$ cat src/common/stepper_pkg.sv
// Shared constants, register map and types for the stepper position monitor
package stepper_pkg;

  // Clock and timing
  localparam int unsigned CLK_HZ         = 125_000_000;  // Core clock rate
  localparam int unsigned MS_PER_S       = 1000;         // Unit conversion
  localparam int unsigned CYC_PER_MS     = CLK_HZ / MS_PER_S;  // Cycles in one ms
  localparam int unsigned SETTLE_MS      = 500;          // Excitation settle time
  localparam int unsigned SETTLE_CYCLES  = SETTLE_MS * CYC_PER_MS;
  localparam int unsigned DEG_TENTHS_REV = 3600;         // Band unit is 0.1 deg

  // Register byte offsets
  localparam logic [7:0] OFS_CONFIG   = 8'h00;  // Mode and selection bits
  localparam logic [7:0] OFS_SPD_FILT = 8'h04;  // Speed filter time, ms
  localparam logic [7:0] OFS_AVG_TIME = 8'h08;  // Moving average time, ms
  localparam logic [7:0] OFS_COMMON   = 8'h0C;  // Common accel [15:0], decel [31:16]
  localparam logic [7:0] OFS_PRESET   = 8'h10;  // Preset position
  localparam logic [7:0] OFS_ENC_PRE  = 8'h14;  // Encoder counter preset
  localparam logic [7:0] OFS_BAND     = 8'h18;  // Detection band, 0.1 deg
  localparam logic [7:0] OFS_ENC_RES  = 8'h1C;  // Encoder resolution, P/R
  localparam logic [7:0] OFS_MOT_RES  = 8'h20;  // Motor resolution, P/R
  localparam logic [7:0] OFS_ACTION   = 8'h24;  // Write-one command strobes
  localparam logic [7:0] OFS_STATUS   = 8'h28;  // Supervision state
  localparam logic [7:0] OFS_CMD_POS  = 8'h2C;  // Command position
  localparam logic [7:0] OFS_ENC_CNT  = 8'h30;  // Encoder counter
  localparam logic [7:0] OFS_FB_POS   = 8'h34;  // Feedback position

  // Command strobe bits
  localparam int unsigned ACT_CLEAR   = 0;  // Clear position counters
  localparam int unsigned ACT_ENC_PRE = 1;  // Preset encoder counter

  // Reset values
  localparam logic [7:0]  SPD_FILT_RST = 8'h01;
  localparam logic [7:0]  AVG_TIME_RST = 8'h01;
  localparam logic [11:0] BAND_RST     = 12'h048;   // 72 tenths of a degree
  localparam logic [13:0] ENC_RES_RST  = 14'h01F4;  // 500 P/R
  localparam logic [17:0] MOT_RES_RST  = 18'h001F4; // 500 P/R
  localparam logic [2:0]  OUT_SEL_RST  = 3'h0;      // First terminal
  localparam int unsigned NUM_TERMS    = 6;         // General output terminals

  // Reaction to a deviation error
  typedef enum logic [1:0] {
    ACT_NONE  = 2'b00,
    ACT_WARN  = 2'b01,
    ACT_ALARM = 2'b10
  } dev_action_t;

  // Configuration word as stored and read back
  typedef struct packed {
    logic [2:0]  out_sel;     // [10:8] terminal carrying the deviation flag
    dev_action_t action;      // [5:4]
    logic        misstep_en;  // [2]
    logic        filt_avg;    // [1] 0 speed filter, 1 moving average
    logic        accel_sep;   // [0] 0 common, 1 separate
  } cfg_t;
  localparam cfg_t CFG_RST = '{out_sel: OUT_SEL_RST, action: ACT_NONE,
                               misstep_en: 1'b0, filt_avg: 1'b0, accel_sep: 1'b1};

  // Acceleration pair handed to the profile generator
  typedef struct packed {
    logic [15:0] decel;
    logic [15:0] accel;
  } rates_t;

  // Serial divider states
  typedef enum logic [0:0] {
    DIV_IDLE = 1'b0,
    DIV_RUN  = 1'b1
  } div_state_t;

endpackage

$ cat src/core/stepper_position_monitor.sv
// Profile shaping, position counters and misstep supervision for a stepper drive
//
// Summary of operation
// - Accel source: common rates or entry rates
// - Chained entries use the first entry's rates
// - Filter choice: speed filter or moving average
// - Speed filter time zero bypasses the filter
// - Moving average stretches each ramp by time
// - Signed 32-bit command position counts steps
// - Successful homing clears command position
// - Preset input loads command position preset
// - De-energized with misstep on: follow encoder
// - Quadrature decoded at four counts per cycle
// - Encoder preset command loads encoder preset
// - Encoder always counts; counter and feedback shown
// - Misstep enable switches deviation supervision
// - Error when deviation reaches the detection band
// - Check after 500 ms excited, not homing
// - Reaction: none, warning or alarm
// - Deviation flag routed to chosen output terminal
// - Error cleared by de-excite, homing, clear
// - Alarm needs alarm clear and deviation reset, in either order
`timescale 1ns/1ps
module stepper_position_monitor
  import stepper_pkg::*;
#(
  parameter int unsigned MS_CYCLES  = CYC_PER_MS,    // Cycles per millisecond
  parameter int unsigned SET_CYCLES = SETTLE_CYCLES  // Excitation settle cycles
) (
  input  wire logic        CLK_IN,          // 125 MHz clock
  input  wire logic        RESET_IN,        // Synchronous reset, active high
  input  wire logic        PSEL_IN,         // APB select
  input  wire logic        PENABLE_IN,      // APB access phase
  input  wire logic        PWRITE_IN,       // APB direction
  input  wire logic [7:0]  PADDR_IN,        // APB byte address
  input  wire logic [31:0] PWDATA_IN,       // APB write data
  output logic      [31:0] PRDATA_OUT,      // APB read data
  output logic             PREADY_OUT,      // APB ready
  output logic             PSLVERR_OUT,     // APB error, unmapped address
  input  wire logic        ENC_A_IN,        // Encoder phase A pin
  input  wire logic        ENC_B_IN,        // Encoder phase B pin
  input  wire logic        ALARM_CLEAR_IN,  // Alarm clear pin
  input  wire logic        PRESET_IN,       // Position preset pin
  input  wire logic        STEP_IN,         // Issued step pulse, one cycle
  input  wire logic        STEP_DIR_IN,     // Step direction, 1 forward
  input  wire logic        EXCITED_IN,      // Motor energized level
  input  wire logic        HOME_DONE_IN,    // Homing finished well, pulse
  input  wire logic        MECH_HOMING_IN,  // Mechanical homing in progress
  input  wire logic        ENTRY_START_IN,  // Operation entry starts, pulse
  input  wire logic        ENTRY_LINKED_IN, // Entry continues a chain
  input  wire rates_t      ENTRY_RATES_IN,  // Rates stored with the entry
  input  wire logic [15:0] SPEED_IN,        // Commanded speed
  output rates_t           RATES_OUT,       // Rates for the profile
  output logic      [15:0] SPEED_OUT,       // Filtered speed
  output logic [NUM_TERMS-1:0] TERM_OUT,    // General output terminals
  output logic             WARN_OUT,        // Excess deviation warning
  output logic             ALARM_OUT        // Excess deviation alarm
);

  // Synchronisers for pin inputs
  logic [3:0] sync1_q;      // First stage, read only by second
  logic [3:0] sync2_q;      // Second stage
  logic [3:0] sync3_q;      // Previous value for edge detection
  wire        enc_a    = sync2_q[0];
  wire        enc_b    = sync2_q[1];
  wire        clr_pin  = sync2_q[2];
  wire        pre_pin  = sync2_q[3];
  wire        clr_rise = clr_pin & ~sync3_q[2];
  wire        pre_rise = pre_pin & ~sync3_q[3];

  // Two flip-flops per pin before any use
  always_ff @(posedge CLK_IN) begin
    if (RESET_IN) begin
      sync1_q <= 4'h0;
      sync2_q <= 4'h0;
      sync3_q <= 4'h0;
    end else begin
      sync1_q <= {PRESET_IN, ALARM_CLEAR_IN, ENC_B_IN, ENC_A_IN};
      sync2_q <= sync1_q;
      sync3_q <= sync2_q;
    end
  end

  // Software-visible settings
  cfg_t          cfg_q;       // Mode bits
  logic [7:0]    spd_ms_q;    // Speed filter time
  logic [7:0]    avg_ms_q;    // Moving average time
  rates_t        common_q;    // Common rates
  logic [31:0]   preset_q;    // Preset position
  logic [31:0]   enc_pre_q;   // Encoder counter preset
  logic [11:0]   band_q;      // Detection band
  logic [13:0]   enc_res_q;   // Encoder resolution
  logic [17:0]   mot_res_q;   // Motor resolution
  logic [31:0]   cmd_pos_q;   // Command position
  logic [31:0]   enc_cnt_q;   // Encoder counter
  logic [31:0]   fb_pos_q;    // Feedback position
  logic          dev_err_q;   // Deviation error
  logic          alarm_q;     // Alarm latched
  logic          ack_seen_q;  // Alarm clear received while alarmed
  logic          checking_q;  // Supervision window open

  // APB decode: one wait state, write lands on the acknowledged edge
  wire  access  = PSEL_IN & PENABLE_IN & PREADY_OUT;
  wire  wr      = access & PWRITE_IN;
  wire  mapped  = (PADDR_IN[1:0] == 2'h0) && (PADDR_IN <= OFS_FB_POS);
  wire  wr_ok   = wr & mapped;
  wire  do_clr  = wr_ok && PADDR_IN == OFS_ACTION && PWDATA_IN[ACT_CLEAR];
  wire  do_epre = wr_ok && PADDR_IN == OFS_ACTION && PWDATA_IN[ACT_ENC_PRE];
  logic [31:0] rd_mux;

  // Read data selection
  always_comb begin
    rd_mux = 32'h0000_0000;
    case (PADDR_IN)
      OFS_CONFIG:   rd_mux = {21'h0, cfg_q.out_sel, 2'h0, cfg_q.action, 1'b0,
                              cfg_q.misstep_en, cfg_q.filt_avg, cfg_q.accel_sep};
      OFS_SPD_FILT: rd_mux = {24'h0, spd_ms_q};
      OFS_AVG_TIME: rd_mux = {24'h0, avg_ms_q};
      OFS_COMMON:   rd_mux = common_q;
      OFS_PRESET:   rd_mux = preset_q;
      OFS_ENC_PRE:  rd_mux = enc_pre_q;
      OFS_BAND:     rd_mux = {20'h0, band_q};
      OFS_ENC_RES:  rd_mux = {18'h0, enc_res_q};
      OFS_MOT_RES:  rd_mux = {14'h0, mot_res_q};
      OFS_STATUS:   rd_mux = {28'h0, checking_q, alarm_q, WARN_OUT, dev_err_q};
      OFS_CMD_POS:  rd_mux = cmd_pos_q;
      OFS_ENC_CNT:  rd_mux = enc_cnt_q;
      OFS_FB_POS:   rd_mux = fb_pos_q;
      default:      rd_mux = 32'h0000_0000;  // Strobes and holes read zero
    endcase
  end

  // Bus answer registers
  always_ff @(posedge CLK_IN) begin
    if (RESET_IN) begin
      PREADY_OUT  <= 1'b0;
      PRDATA_OUT  <= 32'h0000_0000;
      PSLVERR_OUT <= 1'b0;
    end else begin
      PREADY_OUT  <= PSEL_IN & PENABLE_IN & ~PREADY_OUT;
      PRDATA_OUT  <= rd_mux;
      PSLVERR_OUT <= PSEL_IN & PENABLE_IN & ~PREADY_OUT & ~mapped;
    end
  end

  // Setting registers
  always_ff @(posedge CLK_IN) begin
    if (RESET_IN) begin
      cfg_q     <= CFG_RST;
      spd_ms_q  <= SPD_FILT_RST;
      avg_ms_q  <= AVG_TIME_RST;
      common_q  <= '0;
      preset_q  <= 32'h0000_0000;
      enc_pre_q <= 32'h0000_0000;
      band_q    <= BAND_RST;
      enc_res_q <= ENC_RES_RST;
      mot_res_q <= MOT_RES_RST;
    end else if (wr_ok) begin
      case (PADDR_IN)
        OFS_CONFIG:   cfg_q     <= '{out_sel: PWDATA_IN[10:8],
                                     action: dev_action_t'(PWDATA_IN[5:4]),
                                     misstep_en: PWDATA_IN[2], filt_avg: PWDATA_IN[1],
                                     accel_sep: PWDATA_IN[0]};
        OFS_SPD_FILT: spd_ms_q  <= PWDATA_IN[7:0];
        OFS_AVG_TIME: avg_ms_q  <= PWDATA_IN[7:0];
        OFS_COMMON:   common_q  <= PWDATA_IN;
        OFS_PRESET:   preset_q  <= PWDATA_IN;
        OFS_ENC_PRE:  enc_pre_q <= PWDATA_IN;
        OFS_BAND:     band_q    <= PWDATA_IN[11:0];
        OFS_ENC_RES:  enc_res_q <= PWDATA_IN[13:0];  // Host keeps a multiple of 50
        OFS_MOT_RES:  mot_res_q <= PWDATA_IN[17:0];
        default:      ;  // Read-only or strobe
      endcase
    end
  end

  // Chain rates: latched at a chain's first entry only
  rates_t chain_q;
  always_ff @(posedge CLK_IN) begin
    if (RESET_IN) begin
      chain_q   <= '0;
      RATES_OUT <= '0;
    end else begin
      if (ENTRY_START_IN && !ENTRY_LINKED_IN)
        chain_q <= ENTRY_RATES_IN;
      RATES_OUT <= cfg_q.accel_sep ? chain_q : common_q;
    end
  end

  // Speed filters share one output register
  logic [24:0] ms_cnt_q;    // Millisecond divider
  logic [15:0] tgt_q;       // Ramp target for averaging
  logic [15:0] step_q;      // Magnitude of the ramp
  logic        up_q;        // Ramp direction
  logic [25:0] err_q;       // Spreads ramp steps evenly over the window
  wire         ms_tick  = (ms_cnt_q == 25'(MS_CYCLES - 1));
  wire  [24:0] span     = 25'(avg_ms_q * MS_CYCLES);  // Window in cycles
  wire  [25:0] err_sum  = err_q + {10'h0, step_q};
  wire  [16:0] gap      = {1'b0, SPEED_IN} - {1'b0, SPEED_OUT};
  logic [3:0]  shift;       // Time constant as a power of two

  // Nearest power of two above the speed filter time
  always_comb begin
    shift = 4'h0;
    for (int i = 0; i < 8; i++)
      if (spd_ms_q[i]) shift = 4'(i + 1);
  end

  always_ff @(posedge CLK_IN) begin
    if (RESET_IN) begin
      ms_cnt_q  <= 25'h0;
      SPEED_OUT <= 16'h0000;
      tgt_q     <= 16'h0000;
      step_q    <= 16'h0000;
      up_q      <= 1'b0;
      err_q     <= 26'h0;
    end else begin
      ms_cnt_q <= ms_tick ? 25'h0 : ms_cnt_q + 25'h1;
      if (!cfg_q.filt_avg) begin
        tgt_q <= SPEED_OUT;
        if (spd_ms_q == 8'h00)
          SPEED_OUT <= SPEED_IN;
        else if (ms_tick)
          SPEED_OUT <= SPEED_OUT + 16'($signed(gap) >>> shift);  // First order lag
      end else if (avg_ms_q == 8'h00) begin
        SPEED_OUT <= SPEED_IN;
        tgt_q     <= SPEED_IN;
      end else if (SPEED_IN != tgt_q) begin
        // New target: restart the linear ramp from the present speed
        tgt_q  <= SPEED_IN;
        up_q   <= ~gap[16];
        step_q <= gap[16] ? 16'(-gap) : gap[15:0];
        err_q  <= 26'h0;
      end else if (SPEED_OUT != tgt_q) begin
        // Ramp takes exactly the averaging time
        if (err_sum >= {1'b0, span}) begin
          err_q     <= err_sum - {1'b0, span};
          SPEED_OUT <= up_q ? SPEED_OUT + 16'h1 : SPEED_OUT - 16'h1;
        end else begin
          err_q <= err_sum;
        end
      end
    end
  end

  // Quadrature decode: count every edge of either phase
  logic [1:0] ab_q;
  wire        ab_edge = ({enc_a, enc_b} != ab_q);
  wire        ab_fwd  = enc_a ^ ab_q[0];  // Direction from phase order

  always_ff @(posedge CLK_IN) begin
    if (RESET_IN) begin
      ab_q      <= 2'h0;
      enc_cnt_q <= 32'h0000_0000;
    end else begin
      ab_q <= {enc_a, enc_b};
      if (do_clr)
        enc_cnt_q <= 32'h0000_0000;
      else if (do_epre)
        enc_cnt_q <= enc_pre_q;
      else if (ab_edge)
        enc_cnt_q <= ab_fwd ? enc_cnt_q + 32'h1 : enc_cnt_q - 32'h1;  // Always on
    end
  end

  // Feedback position = encoder count * motor res / (4 * encoder res)
  div_state_t  div_st_q;
  logic [5:0]  div_cnt_q;
  logic [55:0] num_q;
  logic [17:0] rem_q;
  logic [55:0] quo_q;
  logic        neg_q;
  wire  [31:0] enc_mag  = enc_cnt_q[31] ? -enc_cnt_q : enc_cnt_q;
  wire  [17:0] den      = {2'b00, enc_res_q, 2'b00};
  wire  [18:0] rem_sh   = {rem_q, num_q[55]};
  wire         fits     = rem_sh >= {1'b0, den};
  wire  [55:0] quo_nx   = {quo_q[54:0], fits};

  always_ff @(posedge CLK_IN) begin
    if (RESET_IN) begin
      div_st_q  <= DIV_IDLE;
      div_cnt_q <= 6'h0;
      num_q     <= 56'h0;
      rem_q     <= 18'h0;
      quo_q     <= 56'h0;
      neg_q     <= 1'b0;
      fb_pos_q  <= 32'h0000_0000;
    end else if (do_clr) begin  // Clear drops stale work
      div_st_q <= DIV_IDLE;
      fb_pos_q <= 32'h0000_0000;
    end else begin
      case (div_st_q)
        DIV_IDLE: begin
          num_q     <= 56'(enc_mag) * 56'(mot_res_q);
          neg_q     <= enc_cnt_q[31];
          rem_q     <= 18'h0;
          div_cnt_q <= 6'h0;
          div_st_q  <= DIV_RUN;
        end
        DIV_RUN: begin
          num_q     <= {num_q[54:0], 1'b0};
          rem_q     <= fits ? 18'(rem_sh - {1'b0, den}) : rem_sh[17:0];
          quo_q     <= quo_nx;
          div_cnt_q <= div_cnt_q + 6'h1;
          if (div_cnt_q == 6'd55) begin
            fb_pos_q <= neg_q ? -quo_nx[31:0] : quo_nx[31:0];
            div_st_q <= DIV_IDLE;
          end
        end
        default: div_st_q <= DIV_IDLE;
      endcase
    end
  end

  // Command position
  always_ff @(posedge CLK_IN) begin
    if (RESET_IN) begin
      cmd_pos_q <= 32'h0000_0000;
    end else if (do_clr || HOME_DONE_IN) begin
      cmd_pos_q <= 32'h0000_0000;
    end else if (pre_rise) begin
      cmd_pos_q <= preset_q;
    end else if (cfg_q.misstep_en && !EXCITED_IN) begin
      cmd_pos_q <= fb_pos_q;  // Follows even forced shaft motion
    end else if (STEP_IN) begin
      cmd_pos_q <= STEP_DIR_IN ? cmd_pos_q + 32'h1 : cmd_pos_q - 32'h1;  // Wraps
    end
  end

  // Supervision window and deviation compare
  logic [25:0] settle_q;   // Counts excited cycles
  wire  [32:0] diff     = {cmd_pos_q[31], cmd_pos_q} - {fb_pos_q[31], fb_pos_q};
  wire  [32:0] diff_mag = diff[32] ? -diff : diff;
  wire  [47:0] dev_lhs  = 48'(diff_mag * 48'(DEG_TENTHS_REV));
  wire  [47:0] dev_rhs  = 48'(band_q) * 48'(mot_res_q);
  wire         settled  = (settle_q == 26'(SET_CYCLES));
  wire         dev_rst  = !EXCITED_IN || MECH_HOMING_IN || do_clr;
  wire         dev_hit  = checking_q && !do_clr && (dev_lhs >= dev_rhs);

  always_ff @(posedge CLK_IN) begin
    if (RESET_IN) begin
      settle_q   <= 26'h0;
      checking_q <= 1'b0;
      dev_err_q  <= 1'b0;
    end else begin
      if (!EXCITED_IN)
        settle_q <= 26'h0;
      else if (!settled)
        settle_q <= settle_q + 26'h1;
      checking_q <= cfg_q.misstep_en && settled && EXCITED_IN && !MECH_HOMING_IN;
      if (dev_hit)
        dev_err_q <= 1'b1;  // Set wins over de-excite or homing; a clear command wins over set
      else if (dev_rst)
        dev_err_q <= 1'b0;
    end
  end

  // Reaction and output terminal routing
  wire alarm_end = ack_seen_q && !dev_err_q;

  always_ff @(posedge CLK_IN) begin
    if (RESET_IN) begin
      alarm_q    <= 1'b0;
      ack_seen_q <= 1'b0;
      WARN_OUT   <= 1'b0;
      ALARM_OUT  <= 1'b0;
    end else begin
      WARN_OUT <= dev_err_q && cfg_q.action == ACT_WARN;
      if (dev_err_q && cfg_q.action == ACT_ALARM) begin
        alarm_q <= 1'b1;
      end else if (alarm_end) begin
        alarm_q <= 1'b0;  // Needs both steps, in either order
      end
      if (!alarm_q || alarm_end)
        ack_seen_q <= 1'b0;
      else if (clr_rise)
        ack_seen_q <= 1'b1;  // Clear pin alone does not end the alarm
      ALARM_OUT <= alarm_q;
    end
  end

  // One flip-flop per terminal; only the selected one carries the flag
  for (genvar t = 0; t < NUM_TERMS; t++) begin : g_term
    always_ff @(posedge CLK_IN) begin
      if (RESET_IN)
        TERM_OUT[t] <= 1'b0;
      else
        TERM_OUT[t] <= dev_err_q && (cfg_q.out_sel == 3'(t));
    end
  end

endmodule // stepper_position_monitor

$ cat config.mk
export PLATFORM = sky130hd
export DESIGN_NAME = stepper_position_monitor
export DESIGN_NICKNAME = d
export VERILOG_FILES = /design/src/common/stepper_pkg.sv /design/src/core/stepper_position_monitor.sv
export SDC_FILE = /design/constraint.sdc
export NUM_CORES = 2
export LEC_CHECK = 0
export BUFFER_PORTS_ARGS = -buffer_cell sky130_fd_sc_hd__clkbuf_2
export CAP_MARGIN = 20
export CELL_PAD_IN_SITES_DETAIL_PLACEMENT = 1
export CELL_PAD_IN_SITES_GLOBAL_PLACEMENT = 1
export CORE_AREA = 2 2 410 412
export CTS_CLUSTER_DIAMETER = 50
export DETAILED_ROUTE_END_ITERATION = 7
export DIE_AREA = 0 0 412 414
export GPL_TIMING_DRIVEN = 0
export PLACE_DENSITY_LB_ADDON = 0.05
export SETUP_SLACK_MARGIN = 0.1
export SLEW_MARGIN = 20
export SYNTH_ARGS = -nofsm -noshare
export SYNTH_HDL_FRONTEND = slang
export SYNTH_SLANG_ARGS = --single-unit
$ cat constraint.sdc
create_clock -name CLK_IN -period 11.4 [get_ports CLK_IN]
set_input_delay 1.14 -clock CLK_IN [delete_from_list [all_inputs] [get_ports CLK_IN]]
set_output_delay 1.14 -clock CLK_IN [all_outputs]
set_load 0.02 [all_outputs]
# After elaboration in Yosys (flattened, before gate mapping)
# Index checks and enable logic that the tools add are counted.
[word_totals] in_bits=104 out_inout_bits=90 elab_cells=235 ff_bits=623
[op_classes] n_bitwise=18 magnitude_cmp=4 n_eq_ne=30 mul=4 shift=1 n_reduce_logical=61 add_sub_neg=19 mux=45
[ops] op="one-hot mux 32 bit (13 select lines)" n=1
[ops] op="2-to-1 mux 32 bit" n=10
[ops] op="2-to-1 mux 16 bit" n=12
[ops] op="one-hot mux 56 bit (2 select lines)" n=1
[ops] op="2-to-1 mux 26 bit" n=3
[ops] op="adder 32 x 1 -> 32 bit, second input constant" n=2
[ops] op="negator 32 bit" n=2
[ops] op="subtractor 32 x 1 -> 32 bit, second input constant" n=2
[ops] op="multiplier 32 x 18 -> 50 bit" n=1
[ops] op="equality test 8 x 6 -> 1 bit, second input constant" n=6
[ops] op=">= comparator 45 x 30 -> 1 bit" n=1
[ops] op="multiplier 33 x 8 -> 41 bit, second input constant" n=1
[ops] op="one-hot mux 18 bit (2 select lines)" n=1
[ops] op="2-to-1 mux 33 bit" n=1
[ops] op="negator 33 bit" n=1
[ops] op="subtractor 32 x 32 -> 33 bit" n=1
[ops] op="equality test 8 x 5 -> 1 bit, second input constant" n=4
[ops] op="inequality test 16 bit" n=2
[ops] op="multiplier 12 x 18 -> 30 bit" n=1
[ops] op="2-to-1 mux 4 bit" n=7
[ops] op="adder 26 x 1 -> 26 bit, second input constant" n=1
[ops] op="adder 26 x 16 -> 26 bit" n=1
[ops] op="equality test 26 bit, second input constant" n=1
[ops] op=">= comparator 26 x 25 -> 1 bit" n=1
[ops] op="44 further kinds" n=118

# Longest topological paths before layout
[depth] word_depth=13 depth_mapped=44 ltp_nobuf=43

# Worst setup path after synthesis
# No wires, ideal clock.
[synth_path] path_kind="reg-to-reg" startpoint="register cmd_pos_q[0]" endpoint="register dev_err_q" period_less_slack_ps=9146 setup_ps=132 path_buffers=2 t_required_ps=11268 path_stages_with_launch=43 slack_ps=2254 arrival_time_ps=9015 path_cell_list="dfxtp_1 inv_1 ha_1 fa_1 nor2b_1 o31ai_1 a2111oi_2 a21oi_2 o21ai_0 a211oi_1 nor2b_1 o31a_1 clkbuf_1 buf_1 nor2_1 xnor2_1 fa_1 ha_1 [... 7 more ...] a21boi_0 or2_2 nand3_1 o21ai_0 a21o_1 a21o_1 a211oi_1 nor3_1 ha_1 o211ai_1 a31oi_1 a311o_1 o21ai_0 nand3_1 a2111oi_0 o211ai_1 a2111oi_0 a31oi_1"
[synth_between] elab_chain_cells=7 word_cells_on_any_way=8 classes_between="add/sub: 2; mul: 1; order compare: 1; mux: 2; reduce/logical: 2"
[synth_rtl] item="start: declaration" line_no="stepper_position_monitor.sv:94" source="logic [31:0] cmd_pos_q;"
[synth_rtl] item="start signal: assignment" line_no="stepper_position_monitor.sv:322" source="cmd_pos_q <= preset_q;"
[synth_rtl] item="start signal: assignment" line_no="stepper_position_monitor.sv:324" source="cmd_pos_q <= fb_pos_q;"
[synth_rtl] item="start signal: assignment" line_no="stepper_position_monitor.sv:326" source="cmd_pos_q <= STEP_DIR_IN ? cmd_pos_q + 32'h1 : cmd_pos_q - 32'h1;"
[synth_rtl] item="subtractor 32 x 32 -> 33 bit (*)" line_no="stepper_position_monitor.sv:332" source="wire [32:0] diff = {cmd_pos_q[31], cmd_pos_q} - {fb_pos_q[31], fb_pos_q};"
[synth_rtl] item="negator 33 bit" line_no="stepper_position_monitor.sv:333" source="wire [32:0] diff_mag = diff[32] ? -diff : diff;"
[synth_rtl] item="2-to-1 mux 33 bit (*)" line_no="stepper_position_monitor.sv:333"
[synth_rtl] item="multiplier 33 x 8 -> 41 bit (*)" line_no="stepper_position_monitor.sv:334" source="wire [47:0] dev_lhs = 48'(diff_mag * 48'(DEG_TENTHS_REV));"
[synth_rtl] item=">= comparator 45 x 30 -> 1 bit (*)" line_no="stepper_position_monitor.sv:338" source="wire dev_hit = checking_q && !do_clr && (dev_lhs >= dev_rhs);"
[synth_rtl] item="logical AND 1 bit (*)" line_no="stepper_position_monitor.sv:338"
[synth_rtl] item="2-to-1 mux 1 bit or nonzero test 2 bit (tied branches)"
[synth_rtl] item="end signal: assignment" line_no="stepper_position_monitor.sv:344" source="dev_err_q <= 1'b0;"
[synth_rtl] item="end signal: assignment" line_no="stepper_position_monitor.sv:352" source="dev_err_q <= 1'b1;"
[synth_rtl] item="end signal: assignment" line_no="stepper_position_monitor.sv:354" source="dev_err_q <= 1'b0;"
[synth_rtl] item="end: declaration" line_no="stepper_position_monitor.sv:97" source="logic dev_err_q;"
# Mark *: on every way between the ends. The rest lies on a longest branch, timed or not.
# A chain may end at the register's enable or synchronous reset.

# Worst setup path in the final report
[layout_path] startpoint="register fb_pos_q[4]" endpoint="register dev_err_q"
[layout_between] elab_chain_cells=7 word_cells_on_any_way=8 classes_between="add/sub: 2; mul: 1; order compare: 1; mux: 2; reduce/logical: 2"
[layout_rtl] item="start: declaration" line_no="stepper_position_monitor.sv:96" source="logic [31:0] fb_pos_q;"
[layout_rtl] item="start signal: assignment" line_no="stepper_position_monitor.sv:306" source="fb_pos_q <= neg_q ? -quo_nx[31:0] : quo_nx[31:0];"
[layout_rtl] item="subtractor 32 x 32 -> 33 bit (*)" line_no="stepper_position_monitor.sv:332"
[layout_rtl] item="negator 33 bit" line_no="stepper_position_monitor.sv:333"
[layout_rtl] item="2-to-1 mux 33 bit (*)" line_no="stepper_position_monitor.sv:333"
[layout_rtl] item="multiplier 33 x 8 -> 41 bit (*)" line_no="stepper_position_monitor.sv:334"
[layout_rtl] item=">= comparator 45 x 30 -> 1 bit (*)" line_no="stepper_position_monitor.sv:338"
[layout_rtl] item="logical AND 1 bit (*)" line_no="stepper_position_monitor.sv:338"
[layout_rtl] item="2-to-1 mux 1 bit or nonzero test 2 bit (tied branches)"
# Marked as above.

==> qor.yml <==
sta:
  worst_slew_margin_relative_to_its_limit_pct: 14.00
  finalWorstPathRequiredPeriod_ps: 10550
  rsz0062_at_grt: "no"
  final-max-slew-violation-count: 0
  max_freq_mhz: 94.80
  final.period_utilization_pct: 92.53
  finalClockSkew_ps: 63.12
  setup_violations: 0
  timing_hold_violations_final: 0
  tightest_slew_ps: 1290
floorplan:
  die-height_um: 414
  io_pins: 194
  core_sq_um: 166300
  floorplan.initialDensity_pct: 40.70
  die-area_sq_um: 170600
  die_w_um: 412
  std_cell_rows: 150
clock_tree:
  numClockSinks: 621
  number_of_h_tree_levels: 3
  tritoncts.num_buffers: 83
  number_of_hold_buffers_added_after_cts: 0
  cts.root.buffer_cell: "sky130_fd_sc_hd__clkbuf_16"
  cts_tree: "yes"
  clk-insertion-delay-late_ps: 720
  path_clk_slew_ps: 60
  cts.path.max_buffers: 3
cells_and_area:
  post_route_cells_drive_above_1_share_pct: 5.768
  final_net_count: 10010
  layout-area-overhead-vs-synth_pct: 10.67
  utilization_pct: 45.04
global_routing:
  grt_max_degree: 32
  grt_use_total_pct: 31.46
  grt_pass1_wl_mm: 407.6
  grt_overflow_total: 0
  grt_pass1_vias: 64130
  antenna_found_initial: 24
detailed_routing:
  via_to_cell_ratio: 5.660
  drt_pass1_iterations: 8
  wire_per_inst_um: 24.87
  route.vias.total: 61570
  routed_wirelength_mm: 270.6
  remaining_drc_errors: 0
  detailedRoute.firstIterationViolations: 4420
  ant_nets: 0
setup_path:
  slowest_delay_ps: 620
  critical_path_required_ps: 11900
  timing.reg2reg.worst_path_depth: 42
  cp_data_arrival_time_ps: 11050
  critical_path.reg2reg.endpoint: "dev_err_q$_SDFFE_PP0P_"
  path_max_fanout: 10
  cp_top_family: "compound AO/OA/AOI/OAI gates"
  worst-setup-path-type: "reg2reg"
  rrSetupSlack_ps: 850
  cp-start-kind: "flip-flop"
  cp_slowest_cell: "sky130_fd_sc_hd__dfxtp_1"
  worstReg2RegStart: "fb_pos_q[4]$_SDFFE_PP0P_"
  path_buf_inv: 6
  timing.critical_path.to_type: "flip-flop"
min_path:
  worstHoldPathType: "reg2reg"
  worst_hold_path.endpoint: "sync2_q[0]$_SDFF_PP0_"
  hold_path.startpoint: "sync1_q[0]$_SDFF_PP0_"
  min_path_cells: 1
synth:
  syn_area_per_cell_sq_um: 8.147
  post_synth_num_cell_types: 94
  net_count_synth: 9711
  synth_seq_area_share_pct: 18.37
  fraction_of_synthesis_flops_using_an_asynchronous_set_or_reset_pin_pct: 0
  synthesis.area_sq_um: 67670
  ys.flop_type: "sky130_fd_sc_hd__dfxtp_1"
  synth-seq-cells: 621
  number_of_synthesized_flops_with_an_enable_pin: 0
  synthCells: 8306
  yosys_warnings: 0
outcome:
  run_status: "finished, final reports clean"
place:
  global_placer_s_final_weighted_congestion: 1.037
  buffer_ports.inserted: 186
  post-dp-hpwl_mm: 221.2
job:
  maxCapViolations: 0
## worst max-delay path by stage
stage / to / slack, ps / start / cells past startpoint
2_1_floorplan: dev_err_q$_SDFFE_PP0P_ / 2250 / cmd_pos_q[0]$_SDFFE_PP0P_ / 42
3_3_place_gp: dev_err_q$_SDFFE_PP0P_ / -580 / cmd_pos_q[0]$_SDFFE_PP0P_ / 43
3_5_place_dp: dev_err_q$_SDFFE_PP0P_ / -700 / cmd_pos_q[0]$_SDFFE_PP0P_ / 42
4_1_cts: dev_err_q$_SDFFE_PP0P_ / 180 / cmd_pos_q[0]$_SDFFE_PP0P_ / 44
5_1_grt: dev_err_q$_SDFFE_PP0P_ / 110 / fb_pos_q[5]$_SDFFE_PP0P_ / 42
6_report: dev_err_q$_SDFFE_PP0P_ / 850 / fb_pos_q[4]$_SDFFE_PP0P_ / 42
## repair_timing
action | CTS | global route
resized for setup | 11 | 19
setup endpoints to repair | 1 | 1
buffers inserted | 0 | 5
pin swaps | 0 | 2
gates cloned | 0 | 0
hold endpoints to repair | 0 | 0
## area by class of cell
class | instances | area, sq um
multi-input cells | 6314 | 50390
plain buffers | 425 | 1638
repair buffers | 213 | 1215
fillers | 20190 | 91390
clock inverters | 44 | 606.8
clock buffers | 105 | 2271
flip-flops and latches | 621 | 12440
diodes | 7 | 17.52
well taps | 2204 | 2758
inverters | 946 | 3551
## cells in the mapped netlist (13+ instances only)
| cell type | count | area, sq um |
|---|---|---|
| sky130_fd_sc_hd__nand2_1 | 1421 | 5334 |
| sky130_fd_sc_hd__inv_1 | 945 | 3547 |
| sky130_fd_sc_hd__fa_1 | 704 | 14090 |
| sky130_fd_sc_hd__dfxtp_1 | 621 | 12430 |
| sky130_fd_sc_hd__ha_1 | 597 | 7470 |
| sky130_fd_sc_hd__a21oi_1 | 596 | 2983 |
| sky130_fd_sc_hd__nor2_1 | 476 | 1787 |
| sky130_fd_sc_hd__clkbuf_1 | 398 | 1494 |
| sky130_fd_sc_hd__o21ai_0 | 297 | 1486 |
| sky130_fd_sc_hd__xnor2_1 | 240 | 2102 |
| sky130_fd_sc_hd__xor2_1 | 228 | 1997 |
| sky130_fd_sc_hd__and2_1 | 222 | 1389 |
| sky130_fd_sc_hd__a21o_1 | 146 | 1096 |
| sky130_fd_sc_hd__nand3_1 | 112 | 560.5 |
| sky130_fd_sc_hd__nor3_1 | 103 | 515.5 |
| sky130_fd_sc_hd__a211oi_1 | 102 | 765.7 |
| sky130_fd_sc_hd__mux2i_1 | 95 | 950.9 |
| sky130_fd_sc_hd__o211ai_1 | 72 | 540.5 |
| sky130_fd_sc_hd__nor2b_1 | 62 | 387.9 |
| sky130_fd_sc_hd__a222oi_1 | 54 | 540.5 |
| sky130_fd_sc_hd__a31oi_1 | 53 | 331.6 |
| sky130_fd_sc_hd__nand2b_1 | 50 | 312.8 |
| sky130_fd_sc_hd__nand4_1 | 49 | 306.5 |
| sky130_fd_sc_hd__o21bai_1 | 47 | 352.8 |
| sky130_fd_sc_hd__a22oi_1 | 46 | 345.3 |
| sky130_fd_sc_hd__o31ai_1 | 42 | 315.3 |
| sky130_fd_sc_hd__or3_1 | 41 | 256.5 |
| sky130_fd_sc_hd__and3_1 | 36 | 225.2 |
| sky130_fd_sc_hd__o21a_1 | 36 | 270.3 |
| sky130_fd_sc_hd__nor4_1 | 30 | 187.7 |
| sky130_fd_sc_hd__a211o_1 | 20 | 175.2 |
| sky130_fd_sc_hd__buf_1 | 20 | 75.07 |
| sky130_fd_sc_hd__o41ai_1 | 19 | 166.4 |
| sky130_fd_sc_hd__nand3b_1 | 18 | 135.1 |
| sky130_fd_sc_hd__a221oi_1 | 16 | 140.1 |
| sky130_fd_sc_hd__or4_1 | 16 | 120.1 |
| sky130_fd_sc_hd__a311oi_1 | 15 | 131.4 |
| sky130_fd_sc_hd__a41oi_1 | 15 | 131.4 |
| sky130_fd_sc_hd__a21boi_0 | 14 | 105.1 |
| sky130_fd_sc_hd__a31o_2 | 14 | 122.6 |
| sky130_fd_sc_hd__nor3b_1 | 13 | 97.59 |
| sky130_fd_sc_hd__or2_2 | 13 | 81.33 |
## flip-flops by register name, indices dropped and copies added (netlist names), 8 cells and up
signal / count
chain_q: 32
spd_ms_q: 8
SPEED_OUT: 16
mot_res_q: 18
enc_res_q: 14
tgt_q: 16
PRDATA_OUT: 32
enc_pre_q: 32
cmd_pos_q: 32
err_q: 26
fb_pos_q: 32
num_q: 56
cfg_q: 8
quo_q: 31
enc_cnt_q: 32
avg_ms_q: 8
step_q: 16
settle_q: 26
ms_cnt_q: 25
band_q: 12
common_q: 32
rem_q: 18
preset_q: 32
RATES_OUT: 32
## cell usage in the layout (no fill, tap or decap), types with 112 or more instances in the layout
master                     netlist  routed
sky130_fd_sc_hd__ha_1          597     597
sky130_fd_sc_hd__nand2_1      1421    1421
sky130_fd_sc_hd__fa_1          704     704
sky130_fd_sc_hd__a21oi_1       596     596
sky130_fd_sc_hd__inv_1         945     943
sky130_fd_sc_hd__clkbuf_1      398     386
sky130_fd_sc_hd__o21ai_0       297     294
sky130_fd_sc_hd__nor2_1        476     476
sky130_fd_sc_hd__clkbuf_2        3     212
sky130_fd_sc_hd__and2_1        222     222
sky130_fd_sc_hd__a21o_1        146     146
sky130_fd_sc_hd__xnor2_1       240     214
sky130_fd_sc_hd__xor2_1        228     225
sky130_fd_sc_hd__dfxtp_1       621     615
sky130_fd_sc_hd__nand3_1       112     112
## cells by family after synthesis
kind of cell / share of synthesized area, %
AOI/OAI and AO/OA: 16.39
xor gates and xnor gates: 6.177
muxes: 1.671
adders and majority gates: 31.97
and+or+nand+nor: 17.81
DFF: 18.37
buffers and inverters: 7.618
## layer usage
layer,track usage [%],vias to the layer above,routed length (um)
met3,4.537,456,16380
met5,0,-,50
met2,51.24,1695,125200
li1,-,28280,-
met4,11.52,8,10950
met1,42.24,31140,118000
## metrics by stage
stage / hold WS [ps] / instances / instance area [sq um] / worst slack, ps / TNS (ps)
global placement: 420.5 / 10700 / 71360 / -576.3 / -576.3
detailed placement: 429.0 / 10720 / 71840 / -701.4 / -701.4
CTS: 442.2 / 10870 / 74770 / 177.7 / 0
global route: 461.8 / 10870 / 74870 / 106.3 / 0
finish: 439.5 / 10880 / 74890 / 851.1 / 0
floorplan: 413.8 / 8306 / 67670 / 2254 / 0
Power is left out: the tool's default activity adds up to more than one toggle a clock period on the data nets, which glitch-free logic cannot reach.
